**src/verilog/rtcif_map.vh**
```
// Constants for the timekeeping unit's indirect access interface.
// Assumes single-cycle special function register strobes on the system clock.
`ifndef RTCIF_MAP_VH
`define RTCIF_MAP_VH

// Special function register addresses of the interface
`define RTCIF_SFR_ADR       8'hac
`define RTCIF_SFR_DAT       8'had
`define RTCIF_SFR_KEY       8'hae

// Key codes
`define RTCIF_KEY_FIRST     8'ha5
`define RTCIF_KEY_SECOND    8'hf1

// Lock status read codes
`define RTCIF_ST_LOCKED     8'h00
`define RTCIF_ST_FIRST      8'h01
`define RTCIF_ST_UNLOCKED   8'h02
`define RTCIF_ST_DISABLED   8'h03

// Address register fields
`define RTCIF_ADR_BUSY      7
`define RTCIF_ADR_AUTO_READ_ENABLE    6
`define RTCIF_ADR_SHORT     4
`define RTCIF_ADR_MSB       3

// Internal register addresses
`define RTCIF_IA_CAPTURE0   4'h0
`define RTCIF_IA_CAPTURE3   4'h3
`define RTCIF_IA_CLKCTL     4'h4
`define RTCIF_IA_OSCCTL     4'h5
`define RTCIF_IA_OSCCFG     4'h6
`define RTCIF_IA_PINCFG     4'h7
`define RTCIF_IA_ALARM0     4'h8
`define RTCIF_IA_ALARM3     4'hb
`define RTCIF_IA_COUNT      12

// Access lengths in system clocks
`define RTCIF_CYC_LONG      3'h7
`define RTCIF_CYC_SHORT     3'h6

`define RTCIF_BYTE_ZERO     8'h00
`define RTCIF_RST_SHORT     1'b1

`endif

```
**src/verilog/rtcif_pad.v**
```verilog
// Holds no logic; pad ring lies outside this block.
`timescale 1ns/1ps
`default_nettype none
`default_nettype wire

```
**src/verilog/rtcif_core.v**
```verilog
// Lock and key, address and data registers with the indirect access engine.
// Assumes one-cycle sfr_we / sfr_re strobes synchronous to clock.
`timescale 1ns/1ps
`default_nettype none
`include "rtcif_map.vh"
module rtcif_core (
    input  wire        clock,
    input  wire        rst_n,
    input  wire [7:0]  sfr_addr,
    input  wire [7:0]  sfr_wdata,
    input  wire        sfr_we,
    input  wire        sfr_re,
    output reg  [7:0]  sfr_rdata,
    output wire        busy,
    output wire [1:0]  interface_lock_state,
    output wire [31:0] timer_capture_bytes,
    output wire [31:0] alarm_value_bytes,
    output wire [7:0]  clock_control,
    output wire [7:0]  oscillator_control,
    output wire [7:0]  oscillator_configuration,
    output wire [7:0]  pin_configuration
);
    // Lock states, one-hot
    localparam [3:0] LK_LOCKED   = 4'h1;
    localparam [3:0] LK_FIRST    = 4'h2;
    localparam [3:0] LK_UNLOCKED = 4'h4;
    localparam [3:0] LK_DISABLED = 4'h8;

    // Access engine states, one-hot
    localparam [2:0] AC_IDLE  = 3'h1;
    localparam [2:0] AC_READ  = 3'h2;
    localparam [2:0] AC_WRITE = 3'h4;

    reg  [3:0] lock_q;
    reg  [3:0] lock_d;
    reg  [2:0] acc_q;
    reg  [2:0] acc_d;
    reg  [2:0] cnt_q;
    reg  [2:0] cnt_d;
    reg        auto_read_enable_q;
    reg        short_strobe_q;
    reg  [3:0] addr_q;
    reg  [7:0] data_q;

    wire       key_wr = sfr_we && (sfr_addr == `RTCIF_SFR_KEY);
    wire       adr_wr = sfr_we && (sfr_addr == `RTCIF_SFR_ADR);
    wire       dat_wr = sfr_we && (sfr_addr == `RTCIF_SFR_DAT);
    wire       adr_rd = sfr_re && (sfr_addr == `RTCIF_SFR_ADR);
    wire       dat_rd = sfr_re && (sfr_addr == `RTCIF_SFR_DAT);
    wire       key_rd = sfr_re && (sfr_addr == `RTCIF_SFR_KEY);

    wire       unlocked = (lock_q == LK_UNLOCKED);
    wire       disabled = (lock_q == LK_DISABLED);
    wire       engine_idle = (acc_q == AC_IDLE);

    // Indirect access requests as seen from the host
    wire       rd_req_busy = adr_wr && sfr_wdata[`RTCIF_ADR_BUSY];
    wire       rd_req_auto = dat_rd && auto_read_enable_q;
    wire       wr_req      = dat_wr;
    wire       any_req     = rd_req_busy || rd_req_auto || wr_req;

    // Accepted only when unlocked and the engine is free
    wire       start_rd = unlocked && engine_idle && (rd_req_busy || rd_req_auto);
    wire       start_wr = unlocked && engine_idle && wr_req && !start_rd;
    wire       done     = !engine_idle && (cnt_q == 3'h0);
    // A busy-setting write applies its own short bit to the read it starts
    wire       start_short = rd_req_busy ? sfr_wdata[`RTCIF_ADR_SHORT] : short_strobe_q;

    wire [7:0] ireg_rdata;
    wire       ireg_wr = done && (acc_q == AC_WRITE);

    // Capture and alarm bytes advance the address after each access
    wire       is_multi = (addr_q <= `RTCIF_IA_CAPTURE3) ||
                          ((addr_q >= `RTCIF_IA_ALARM0) && (addr_q <= `RTCIF_IA_ALARM3));

    // Lock and key sequence
    always @* begin
        lock_d = lock_q;
        case (lock_q)
            LK_LOCKED: begin
                if (key_wr) begin
                    if (sfr_wdata == `RTCIF_KEY_FIRST) begin
                        lock_d = LK_FIRST;
                    end else begin
                        lock_d = LK_DISABLED;
                    end
                end else if (any_req) begin
                    lock_d = LK_DISABLED;
                end
            end
            LK_FIRST: begin
                if (key_wr) begin
                    if (sfr_wdata == `RTCIF_KEY_SECOND) begin
                        lock_d = LK_UNLOCKED;
                    end else begin
                        lock_d = LK_DISABLED;
                    end
                end else if (any_req) begin
                    lock_d = LK_DISABLED;
                end
            end
            LK_UNLOCKED: begin
                // Stays open for any number of accesses
                if (key_wr) begin
                    lock_d = LK_LOCKED;
                end
            end
            LK_DISABLED: begin
                lock_d = LK_DISABLED;
            end
            default: begin
                lock_d = LK_DISABLED;
            end
        endcase
    end

    always @(posedge clock or negedge rst_n) begin
        if (!rst_n) begin
            lock_q <= LK_LOCKED;
        end else begin
            lock_q <= lock_d;
        end
    end

    // Access engine: counts the access length, then transfers
    always @* begin
        acc_d = acc_q;
        cnt_d = cnt_q;
        case (acc_q)
            AC_IDLE: begin
                if (start_rd || start_wr) begin
                    acc_d = start_rd ? AC_READ : AC_WRITE;
                    cnt_d = start_short ? (`RTCIF_CYC_SHORT - 3'h1)
                                        : (`RTCIF_CYC_LONG - 3'h1);
                end
            end
            AC_READ, AC_WRITE: begin
                if (cnt_q == 3'h0) begin
                    acc_d = AC_IDLE;
                end else begin
                    cnt_d = cnt_q - 3'h1;
                end
            end
            default: begin
                acc_d = AC_IDLE;
                cnt_d = 3'h0;
            end
        endcase
    end

    always @(posedge clock or negedge rst_n) begin
        if (!rst_n) begin
            acc_q <= AC_IDLE;
            cnt_q <= 3'h0;
        end else begin
            acc_q <= acc_d;
            cnt_q <= cnt_d;
        end
    end

    // Mode bits of the address register, defined at reset
    always @(posedge clock or negedge rst_n) begin
        if (!rst_n) begin
            auto_read_enable_q <= 1'b0;
            short_strobe_q     <= `RTCIF_RST_SHORT;
        end else if (adr_wr && unlocked && engine_idle) begin
            auto_read_enable_q <= sfr_wdata[`RTCIF_ADR_AUTO_READ_ENABLE];
            short_strobe_q     <= sfr_wdata[`RTCIF_ADR_SHORT];
        end
    end

    // Address and data keep their contents through reset, so no reset term
    always @(posedge clock) begin
        if (adr_wr && unlocked && engine_idle) begin
            addr_q <= sfr_wdata[`RTCIF_ADR_MSB:0];
        end else if (done && is_multi) begin
            addr_q <= addr_q + 4'h1;
        end
    end

    always @(posedge clock) begin
        if (start_wr) begin
            data_q <= sfr_wdata;
        end else if (done && (acc_q == AC_READ)) begin
            data_q <= ireg_rdata;
        end
    end

    // Registered read port; disabled interface hides address and data
    always @(posedge clock or negedge rst_n) begin
        if (!rst_n) begin
            sfr_rdata <= `RTCIF_BYTE_ZERO;
        end else if (key_rd) begin
            sfr_rdata <= {6'h00, interface_lock_state};
        end else if (adr_rd && unlocked) begin
            sfr_rdata <= {!engine_idle, auto_read_enable_q, 1'b0, short_strobe_q,
                          addr_q};
        end else if (dat_rd && unlocked) begin
            sfr_rdata <= data_q;
        end else if (sfr_re) begin
            sfr_rdata <= `RTCIF_BYTE_ZERO;
        end
    end

    assign busy = !engine_idle;

    assign interface_lock_state = (lock_q == LK_FIRST)    ? 2'h1 :
                                  (lock_q == LK_UNLOCKED) ? 2'h2 :
                                  disabled                ? 2'h3 : 2'h0;

    // Only path into the internal registers
    rtcif_regs #(
        .NUM_REGS (`RTCIF_IA_COUNT)
    ) u_regs (
        .clock                    (clock),
        .rst_n                    (rst_n),
        .wr_en                    (ireg_wr),
        .addr                     (addr_q),
        .wdata                    (data_q),
        .rdata                    (ireg_rdata),
        .capture_bytes            (timer_capture_bytes),
        .alarm_bytes              (alarm_value_bytes),
        .clock_control            (clock_control),
        .oscillator_control       (oscillator_control),
        .oscillator_configuration (oscillator_configuration),
        .pin_configuration        (pin_configuration)
    );
endmodule
`default_nettype wire

```
**src/verilog/rtcif_regs.v**
```verilog
// Internal byte registers of the timekeeping unit behind the indirect port.
// Assumes the access engine issues at most one read or write per cycle.
`timescale 1ns/1ps
`default_nettype none
`include "rtcif_map.vh"
module rtcif_regs #(
    parameter NUM_REGS = `RTCIF_IA_COUNT
) (
    input  wire        clock,
    input  wire        rst_n,
    input  wire        wr_en,
    input  wire [3:0]  addr,
    input  wire [7:0]  wdata,
    output wire [7:0]  rdata,
    output wire [31:0] capture_bytes,
    output wire [31:0] alarm_bytes,
    output wire [7:0]  clock_control,
    output wire [7:0]  oscillator_control,
    output wire [7:0]  oscillator_configuration,
    output wire [7:0]  pin_configuration
);
    reg [7:0] mem_q [0:NUM_REGS-1];

    genvar g;
    generate
        for (g = 0; g < NUM_REGS; g = g + 1) begin : g_byte
            localparam [3:0] IDX = g;
            always @(posedge clock or negedge rst_n) begin
                if (!rst_n) begin
                    mem_q[g] <= `RTCIF_BYTE_ZERO;
                end else if (wr_en && (addr == IDX)) begin
                    mem_q[g] <= wdata;
                end
            end
        end
    endgenerate

    // Unmapped addresses read as zero
    assign rdata = (addr < NUM_REGS) ? mem_q[addr] : `RTCIF_BYTE_ZERO;

    assign capture_bytes = {mem_q[3], mem_q[2], mem_q[1], mem_q[0]};
    assign alarm_bytes   = {mem_q[11], mem_q[10], mem_q[9], mem_q[8]};
    assign clock_control            = mem_q[`RTCIF_IA_CLKCTL];
    assign oscillator_control       = mem_q[`RTCIF_IA_OSCCTL];
    assign oscillator_configuration = mem_q[`RTCIF_IA_OSCCFG];
    assign pin_configuration        = mem_q[`RTCIF_IA_PINCFG];
endmodule
`default_nettype wire
```
**config.mk**
```make
export PLATFORM = sky130hd
export DESIGN_NAME = rtcif_core
export DESIGN_NICKNAME = d
export VERILOG_FILES = /design/src/verilog/rtcif_pad.v /design/src/verilog/rtcif_core.v /design/src/verilog/rtcif_regs.v
export VERILOG_INCLUDE_DIRS = /design/src /design/src/verilog
export SDC_FILE = /design/constraint.sdc
export NUM_CORES = 1
export LEC_CHECK = 0
export ABC_AREA = 1
export CORE_MARGIN = 2
export CORE_UTILIZATION = 58
export CTS_BUF_LIST = sky130_fd_sc_hd__clkbuf_8
export CTS_CLUSTER_SIZE = 25
export DETAILED_ROUTE_END_ITERATION = 10
export DONT_BUFFER_PORTS = 1
export PLACE_DENSITY = 0.7
export SLEW_MARGIN = 15
export SYNTH_ARGS = -nofsm -noshare
export SYNTH_HDL_FRONTEND = slang
export SYNTH_SLANG_ARGS = --single-unit
```
**constraint.sdc**
```tcl
create_clock -name clock -period 5.1 [get_ports clock]
set_input_delay 0.255 -clock clock [delete_from_list [all_inputs] [get_ports clock]]
set_output_delay 0.255 -clock clock [all_outputs]
set_load 0.005 [all_outputs]
```
==> reports/results.tsv, run 1 <==
metric	value	unit
ys_types	36	
grt_overflow	0	
cts-root-buf	clkbuf_8	
cts_resized	0	
antenna_cells	0	
hold_class	input port to flop	
tightest_slew	0.815	ns
yosysTopAreaCell	dfrtp_1	
async_flop_share	90.6	%
synth_top_area_share	44.4	%
fin_crit	2.54	ns
postSynthAreaPerCell	8.60	µm²
seq_area_frac_synth	51.3	%
wirelength	18000	µm
vias	5325	
die_area	0.0118	mm²
design.core.area	0.0108	mm²
synth.area.mux_share	0	%
io_pins	127	
synth_top_family_by_area	simple AND/OR/NAND/NOR gates	
port_buffers	0	
grt_pass1_vias	4923	
maxSlewViolCount	0	
synthXorXnorAreaFrac	0.275	%
nets	751	
cap_violations	0	
rsz0062_at_grt	no	
placed_cell_area	0.00631	mm²
antenna_found_initial	0	
vdd_ir_drop_max	243	µV
die-width	109	µm
ys_warn_count	0	
syn-num-nets	766	
crit_chain	inv_1 -> o21ai_0 -> o22ai_1 -> nand2_1 -> nand3_1 -> nand2_1 -> o21ai_0	
synthSimpleGateAreaFrac	22.8	%
crit_type	flop to flop	
relSlewSlack	45.6	%
synth_compound_area_share	17.8	%
htree_levels	4	
ys.flop_type	dfrtp_1	
first_iter_violations	610	
synthToLayoutAreaGrowth	6.80	%
synth_edf_count	12	
grt_max_degree	117	
status	finished clean	
netlist_instances	740	
hold_buffers	3	
powerDensity	299	mW/mm²
cts_tree	built	
clkLatencyLatePin	0.44	ns
grt_pass1_wl	28000	µm
post-place-cells	843	
fin_crit_sh	49.8	%
rows	38	
fin_area	0.00680	mm²
finalClockSkew	0.0129	ns
cellLeakagePower	3.15	nW
netlist_top_cells_area	dfrtp_1, nand2_1, o21ai_0, edfxtp_1, o21ai_1	
initial_core_util	59.0	%
synth_fa_ha_area_share	1.18	%
critPathLaunchType	flop	
final_cells	877	
die_y	109	µm
fin_util	63.0	%
ant_nets	0	
critPathCaptureType	flop	
ctsLongestPathBuffers	2	
setup_tns	0	ns
hold_viol	0	
dr.pass1.iters	5	
wire_per_inst	20.5	µm
cts_sinks	128	
routabilityCongestion	0.945	
cpPeakStageDelay	0.89	ns
crit_slowest_cell	edfxtp_1	
grt.total_usage	32.1	%
synth-seq-cells	128	
vias_per_cell	6.07	
crit_path_max_fanout	28	
cts_buffers	17	
fmax	394	MHz
layout-drive-gt1-share	11.3	%
arrival	2.72	ns
finalSetupViolCount	0	
postCtsSetupBuffers	0	
drc	0	
dp_hpwl	12400	µm
clk_pin_slew	0.08	ns
cp.required	5.28	ns
synthesis.area	0.00636	mm²
[power by group]
group / switching (mW) / total (mW) / internal (mW)
logic: 0.0231 / 0.0283 / 0.00520
registers: 0.0000542 / 1.03 / 1.03
clock network: 0.408 / 0.980 / 0.572
total: 0.432 / 2.03 / 1.60
[placed cells by master, fill, tap and decap left out, types with 4 or more instances in the layout]
cell type  synthesis  routed
nand3_1           32      32
buf_4              2       4
ha_1               6       6
o21ai_0           75      75
o22ai_1           25      25
nor2_2             3       5
inv_1             39      42
o21ai_1           71      71
nand4_1            4       4
nand3_4           10      10
dfrtp_1          113     113
clkbuf_8           0      17
nand2_1          189     189
bufinv_16          0       5
o21ai_2           23      23
nor2_1            69      67
edfxtp_1          12      12
[registers in the layout (all words and copies together), names as in the netlist]
name,flops
u_regs.capture_bytes,32
lock_q,4
u_regs.clock_control,8
u_regs.oscillator_control,8
u_regs.oscillator_configuration,8
cnt_q,3
data_q,8
u_regs.pin_configuration,8
acc_q,3
addr_q,4
auto_read_enable_q,1
short_strobe_q,1
sfr_rdata,8
u_regs.alarm_bytes,32
[cells by family after synthesis]
kind of cell | count (synthesis)
AO/OA/AOI/OAI | 201
XOR/XNOR | 2
adder cells (fa/ha/maj) | 6
buffers and inverters | 83
flip-flops | 128
AND/OR/NAND/NOR | 320
[cell type report]
class | instances | area, µm²
fillers | 952 | 4000
flip-flops and latches | 128 | 3270
multi-input cells | 529 | 2690
clock buffers | 17 | 234
clock inverters | 14 | 199
well taps | 140 | 175
inverters | 42 | 158
repair buffers | 7 | 77.6
[cell usage after synthesis (all sizes together) (2+ instances only)]
library cell / n
nand2: 191
o21ai: 169
dfrtp: 113
nor2: 72
nand3: 45
inv: 41
o22ai: 25
clkbuf: 24
buf: 17
edfxtp: 12
ha: 6
nand4: 4
a21oi: 3
dfstp: 3
nor3: 3
nand3b: 2
nor4: 2
[stage by stage]
stage	worst slack [ns]	power (mW)	hold WS, ns
detailed placement	2.64	1.05	-0.0378
global placement	2.74	1.05	-0.0378
global route	2.35	2.09	0.00998
floorplan	3.25	1.05	-0.0406
finish	2.56	2.03	0.0149
CTS	2.62	2.03	0.00798
[worst max-delay path, delay by kind of cell, from the launching register on]
family                 cells  cell delay, ns
AOI/OAI and AO/OA          3            0.46
buffers and inverters      1            0.59
and+or+nand+nor            3            0.33
DFF                        1            0.89
[path summary, 6_finish.rpt]
path	startpoint	to	slack (ns)	depth (start not counted)
min in group asynchronous	rst_n	u_regs.clock_control[0]	0.43	2
max in group asynchronous	rst_n	acc_q[0]	4.25	2
min	sfr_wdata[6]	auto_read_enable_q	0.01	2
min reg2reg	cnt_q[0]	cnt_q[0]	0.47	2
max reg2reg	addr_q[1]	data_q[4]	2.56	7
max	addr_q[1]	data_q[4]	2.56	7
[metal layers]
layer / global-route usage, % / share of wire (%) / vias up
met5: 0 / 0 / -
met3: 11.2 / 11 / 25
met2: 46.7 / 46 / 264
li1: - / - / 2468
met4: 10.1 / 1.7 / 0
met1: 45.1 / 42 / 2568
Power figures use the tool's default switching activity.
==> run 2, diff against run 1 <==
--- a/config.mk
+++ b/config.mk
@@ -6,7 +6,7 @@
 export SDC_FILE = /design/constraint.sdc
 export NUM_CORES = 1
 export LEC_CHECK = 0
-export ABC_AREA = 1
+export ABC_AREA = 0
 export CORE_MARGIN = 2
 export CORE_UTILIZATION = 58
 export CTS_BUF_LIST = sky130_fd_sc_hd__clkbuf_8
==> constraint.sdc (replaced) <==
create_clock -name clock -period 2.6 [get_ports clock]
set_input_delay 0.13 -clock clock [delete_from_list [all_inputs] [get_ports clock]]
set_output_delay 0.13 -clock clock [all_outputs]
set_load 0.005 [all_outputs]
==> reports/results.tsv, run 2 <==
metric	value	unit	change
htree_levels	4		unchanged
status	finished with violations		
wirelength	15600	µm	-13%
placed_cell_area	0.00644	mm²	+2.1%
ctsLongestPathBuffers	2		unchanged
synth-seq-cells	128		unchanged
netlist_top_cells_count	dfrtp_1, mux2_2, nor2_1		
powerDensity	523	mW/mm²	+75%
postCtsSetupBuffers	0		unchanged
synthesis.area	0.00627	mm²	-1.4%
fin_crit_sh	91.3	%	+41 points
ys_warn_count	0		unchanged
fin_crit	2.37	ns	-0.167 ns
crit_type	flop to flop		
synth.most_common_cell	dfrtp_1		
power	3.62	mW	+78%
cap_violations	0		unchanged
setup_tns	0	ns	unchanged
violations	negative hold slack		
netlist_instances	468		-37%
yosysTopAreaCell	dfrtp_1		
maxSlewViolCount	0		unchanged
rsz0062_at_grt	no		
grt_max_degree	117		unchanged
critPathCaptureType	flop		
fin_util	66.5	%	+3.6 points
first_iter_violations	309		-49%
design.core.area	0.0104	mm²	-3.5%
vdd_ir_drop_max	338	µV	+39%
cp.required	2.91	ns	-2.37 ns
rows	37		-2.6%
seq_area_frac_synth	52.1	%	+0.75 points
switching_share	20.9	%	-0.32 points
synth_top_area_share	45.1	%	+0.65 points
cts-root-buf	clkbuf_8		
die_area	0.0117	mm²	-1.4%
netlist_top_cells_area	dfrtp_1, mux2_2, mux4_2, edfxtp_1, a21oi_1		
fin_area	0.00693	mm²	+2.0%
finalSetupViolCount	0		unchanged
io_pins	127		unchanged
relSlewSlack	51.7	%	+6.0 points
wire_per_inst	24.7	µm	+20%
p_int	2.87	mW	+79%
synthToLayoutAreaGrowth	10.5	%	
grt_overflow	0		unchanged
place_ws	0.209	ns	-2.43 ns
r2r-start	cnt_q[0]		
initial_core_util	60.2	%	+1.3 points
antenna_cells	0		unchanged
layout-drive-gt1-share	36.9	%	+26 points
power_frac_seq	55.7	%	+5.3 points
setup_ws	0.226	ns	-2.33 ns
final_common_cell	dfrtp_1		
r2r_cells	7		unchanged
cellLeakagePower	3.27	nW	+3.8%
vias_per_cell	6.40		+5.4%
clkLatencyLatePin	0.43	ns	about the same
ys_types	51		+42%
drc	0		unchanged
clk_pin_slew	0.07	ns	about the same
p_sw	757	µW	+75%
dr.pass1.iters	5		unchanged
port_buffers	0		unchanged
grt_pass1_vias	4143		-16%
die_y	108	µm	-0.69%
final_cell_mix	dfrtp_1, mux2_2, nor2_1		
syn-num-nets	494		-36%
die-width	108	µm	-0.69%
ant_nets	0		unchanged
routabilityCongestion	0.868		-8.1%
async_flop_share	90.6	%	unchanged
grt_pass1_wl	24200	µm	-14%
dp_hpwl	10700	µm	-14%
cts_sinks	128		unchanged
ys.flop_type	dfrtp_1		
postSynthAreaPerCell	13.4	µm²	+56%
r2r_end	u_regs.alarm_bytes[22]		
ff2ff_setup_slack	0.23	ns	-2.33 ns
comb_power_share	1.1	%	-0.3 points
antenna_found_initial	0		unchanged
cts_tree	built		
critPathLaunchType	flop		
tightest_slew	0.715	ns	-0.101 ns
power.share.clock	43.2	%	-5.0 points
crit_path_max_fanout	8		-71%
cts_resized	0		unchanged
fillerInstances	762		-20%
fmax	421	MHz	+7.0%
hold_class	input port to async pin		
vias	4045		-24%
finalClockSkew	0.00982	ns	-0.00308 ns
grt.total_usage	28.2	%	-3.8 points
hold_buffers	13		+10
synth_edf_count	12		unchanged
arrival	2.68	ns	-0.04 ns
hold_viol	116		+116
whs	-0.611	ns	-0.626 ns
cts_buffers	17		unchanged
nets	511		-32%
-- run 2: layer usage --
metal / GRT usage (%) / wire length (µm)
met2: 44.9 / 7620
met4: 8.88 / 126
met5: 0 / 0
met3: 8.62 / 1520
met1: 37.5 / 6350
-- run 2: metrics by stage --
step	instances	hold WS (ns)
2_1_floorplan	468	-0.166
3_3_place_gp	589	-0.163
3_5_place_dp	589	-0.163
4_1_cts	632	-0.630
5_1_grt	632	-0.638
6_report	632	-0.611
-- run 2: layout make-up --
cell class / instances / area [µm²] / share of cell area [%]
flip-flops and latches: 128 / 3270 / 47.1
multi-input cells: 301 / 2860 / 41.2
clock buffers: 21 / 289 / 4.17
repair buffers: 22 / 223 / 3.21
well taps: 136 / 170 / 2.46
clock inverters: 9 / 68.8 / 0.993
inverters: 15 / 56.3 / 0.812
-- run 2: how the worst max path moves through the flow --
stage              from                      to  slack, ns  depth (start not counted)
2_1_floorplan  acc_q[0]               data_q[0]       0.20                          5
3_3_place_gp   cnt_q[0]  u_regs.alarm_bytes[20]       0.31                          7
3_5_place_dp   cnt_q[0]  u_regs.alarm_bytes[22]       0.21                          7
4_1_cts        cnt_q[0]  u_regs.alarm_bytes[22]       0.21                          7
5_1_grt        cnt_q[1]  u_regs.alarm_bytes[22]        0.1                          7
6_report       cnt_q[0]  u_regs.alarm_bytes[22]       0.23                          7
-- run 2: kinds of logic (layout without fill, tap and decap cells) --
group	Yosys count	after routing	synth area share (%)
XOR/XNOR	5	5	0.698
adder cells (fa/ha/maj)	6	6	1.20
buffers and inverters	39	67	2.37
AO/OA/AOI/OAI	53	53	4.93
flip-flops	128	128	52.1
AND/OR/NAND/NOR	98	98	9.66
multiplexers	139	139	29.1
-- run 2: worst max-delay path, stage by stage (launching register included) --
cell and delay [ns]:
dfrtp_1 0.40, inv_1 0.09, ha_1 0.19, nand2b_1 0.08, or4_4 0.48, nor3b_4 0.46, nand2_4 0.20, mux2_1 0.35
-- run 2: power groups by stage --
stage	logic (mW)	registers, mW	clock network, mW
after detailed placement	0.0150	2.06	0
after floorplan	0.0203	2.06	0
after CTS	0.0385	2.02	1.59
final	0.0393	2.02	1.56
after global routing	0.0424	2.02	1.68
after global placement	0.0147	2.06	0
==> run 3, diff against run 2 <==
--- a/config.mk
+++ b/config.mk
@@ -8,12 +8,12 @@
 export LEC_CHECK = 0
 export ABC_AREA = 0
 export CORE_MARGIN = 2
-export CORE_UTILIZATION = 58
+export CORE_UTILIZATION = 45
 export CTS_BUF_LIST = sky130_fd_sc_hd__clkbuf_8
 export CTS_CLUSTER_SIZE = 25
 export DETAILED_ROUTE_END_ITERATION = 10
 export DONT_BUFFER_PORTS = 1
-export PLACE_DENSITY = 0.7
+export PLACE_DENSITY = 0.56
 export SLEW_MARGIN = 15
 export SYNTH_ARGS = -nofsm -noshare
 export SYNTH_HDL_FRONTEND = slang
==> constraint.sdc (replaced) <==
create_clock -name clock -period 2.7 [get_ports clock]
set_input_delay 0.135 -clock clock [delete_from_list [all_inputs] [get_ports clock]]
set_output_delay 0.135 -clock clock [all_outputs]
set_load 0.005 [all_outputs]
==> reports/results.tsv, run 3 (synthesis gave the netlist of run 2 again) <==
metric	value	unit	change
status	finished with violations		
violations	negative hold slack		
critPathLaunchType	flop		
grt_pass1_wl	25100	µm	+3.6%
cts-root-buf	clkbuf_8		
ctsLongestPathBuffers	2		unchanged
synthToLayoutAreaGrowth	13.1	%	
first_iter_violations	259		-16%
cts_buffers	17		unchanged
ant_nets	0		unchanged
cp.required	3.02	ns	+0.11 ns
wirelength	16400	µm	+5.2%
maxSlewViolCount	0		unchanged
antenna_found_initial	0		unchanged
nets	512		+0.20%
comb_power_share	1.0	%	about the same
setup_tns	0	ns	unchanged
cts_tree	built		
die_area	0.0149	mm²	+28%
antenna_cells	0		unchanged
crit_path_max_fanout	8		unchanged
design.core.area	0.0138	mm²	+32%
arrival	2.77	ns	+0.09 ns
vias	3962		-2.1%
hold_viol	116		unchanged
die-width	122	µm	+13%
cap_violations	0		unchanged
rsz0062_at_grt	no		
rows	43		+16%
hold_class	input port to async pin		
fin_crit_sh	90.6	%	-0.71 points
postCtsSetupBuffers	0		unchanged
grt_overflow	0		unchanged
clkLatencyLatePin	0.45	ns	+0.02 ns
cts_sinks	128		unchanged
vdd_ir_drop_max	320	µV	-5.5%
cellLeakagePower	3.31	nW	+1.3%
crit_chain	inv_1 -> ha_1 -> nand2b_1 -> or4_4 -> nor3b_4 -> nand2_4 -> mux2_1		
layout-drive-gt1-share	37.5	%	+0.58 points
fin_util	51.5	%	-15 points
final_common_cell	dfrtp_1		
powerDensity	553	mW/mm²	+5.8%
tightest_slew	0.625	ns	-0.0901 ns
critPathCaptureType	flop		
port_buffers	0		unchanged
grt_pass1_vias	4062		-2.0%
routabilityCongestion	0.840		-3.3%
clk_pin_slew	0.08	ns	about the same
die_y	122	µm	+13%
power_frac_seq	49.5	%	-6.2 points
vias_per_cell	5.84		-8.8%
dp_hpwl	11100	µm	+3.8%
hold_buffers	14		+1
crit_type	flop to flop		
fmax	409	MHz	-3.0%
switching_share	19.7	%	-1.2 points
drc	0		unchanged
dr.pass1.iters	4		-1
cpPeakStageDelay	0.51	ns	+0.03 ns
crit_slowest_cell	or4_4		
p_sw	774	µW	+2.2%
io_pins	127		unchanged
initial_core_util	45.5	%	-15 points
seq_area	0.00327	mm²	unchanged
p_int	3.15	mW	+10%
power.share.clock	49.4	%	+6.2 points
whs	-0.625	ns	-0.0141 ns
finalClockSkew	0.0114	ns	+0.00153 ns
multiInputGateArea	0.00286	mm²	unchanged
final_cell_mix	dfrtp_1, mux2_2, nor2_1		
fillerInstances	1242		+63%
finalSetupViolCount	0		unchanged
relSlewSlack	58.0	%	+6.4 points
wire_per_inst	24.2	µm	-2.1%
grt_max_degree	117		unchanged
fin_crit	2.45	ns	+0.0722 ns
grt.total_usage	23.4	%	-4.8 points
htree_levels	4		unchanged
cts_resized	0		unchanged
run 3: path summary, 6_finish.rpt:
check                                  from                            to  slack (ns)  depth (start not counted)
worst max-delay path               cnt_q[0]        u_regs.alarm_bytes[22]        0.25                          7
max in group asynchronous             rst_n                short_strobe_q        3.11                          0
min in group clock              sfr_addr[1]                  sfr_rdata[1]        0.03                          3
worst max register to register     cnt_q[0]        u_regs.alarm_bytes[22]        0.25                          7
worst min register to register     acc_q[2]                      acc_q[1]        0.54                          1
worst min-delay path                  rst_n  u_regs.oscillator_control[2]       -0.62                          0
run 3: cell type report:
type                       count  share of cell area (%)
timing repair buffer          23                    3.10
sequential                   128                    46.0
clock buffer                  21                    4.07
tap                          180                    3.17
clock inverter                11                    2.57
inverter                      15                   0.793
multi-input combinational    301                    40.3
run 3: stage by stage:
stage / worst slack, ns / hold WS [ns] / std cells / area [µm²] / power, mW
after floorplan: 0.300 / -0.161 / 468 / 6270 / 2.00
after global placement: 0.320 / -0.157 / 633 / 6480 / 1.99
after detailed placement: 0.279 / -0.157 / 633 / 6480 / 1.99
after CTS: 0.248 / -0.658 / 679 / 7100 / 3.97
after global routing: 0.156 / -0.662 / 679 / 7100 / 4.06
final: 0.254 / -0.625 / 679 / 7100 / 3.92
run 3: critical path, delay by kind of cell (launching register included):
kind                       cells  cell delay, ns
buffers and inverters          1            0.09
adders and majority gates      1            0.19
DFF                            1            0.40
and+or+nand+nor                4            1.30
muxes                          1            0.35
run 3: power by group through the flow:
stage	registers [mW]	clock network (mW)	logic, mW
after floorplan	1.98	0	0.0195
after detailed placement	1.98	0	0.0149
after global routing	1.94	2.07	0.0448
after global placement	1.98	0	0.0146
after CTS	1.94	1.99	0.0412
final	1.94	1.94	0.0412
run 3: routing by layer:
metal,up-vias,wire length (µm),track usage [%],part of all wire (%)
met5,-,0,0,0
met4,0,359,8.84,2.2
met3,20,1330,9.18,8.1
met2,132,7840,36.0,48
met1,2053,6890,30.0,42
li1,1757,-,-,-
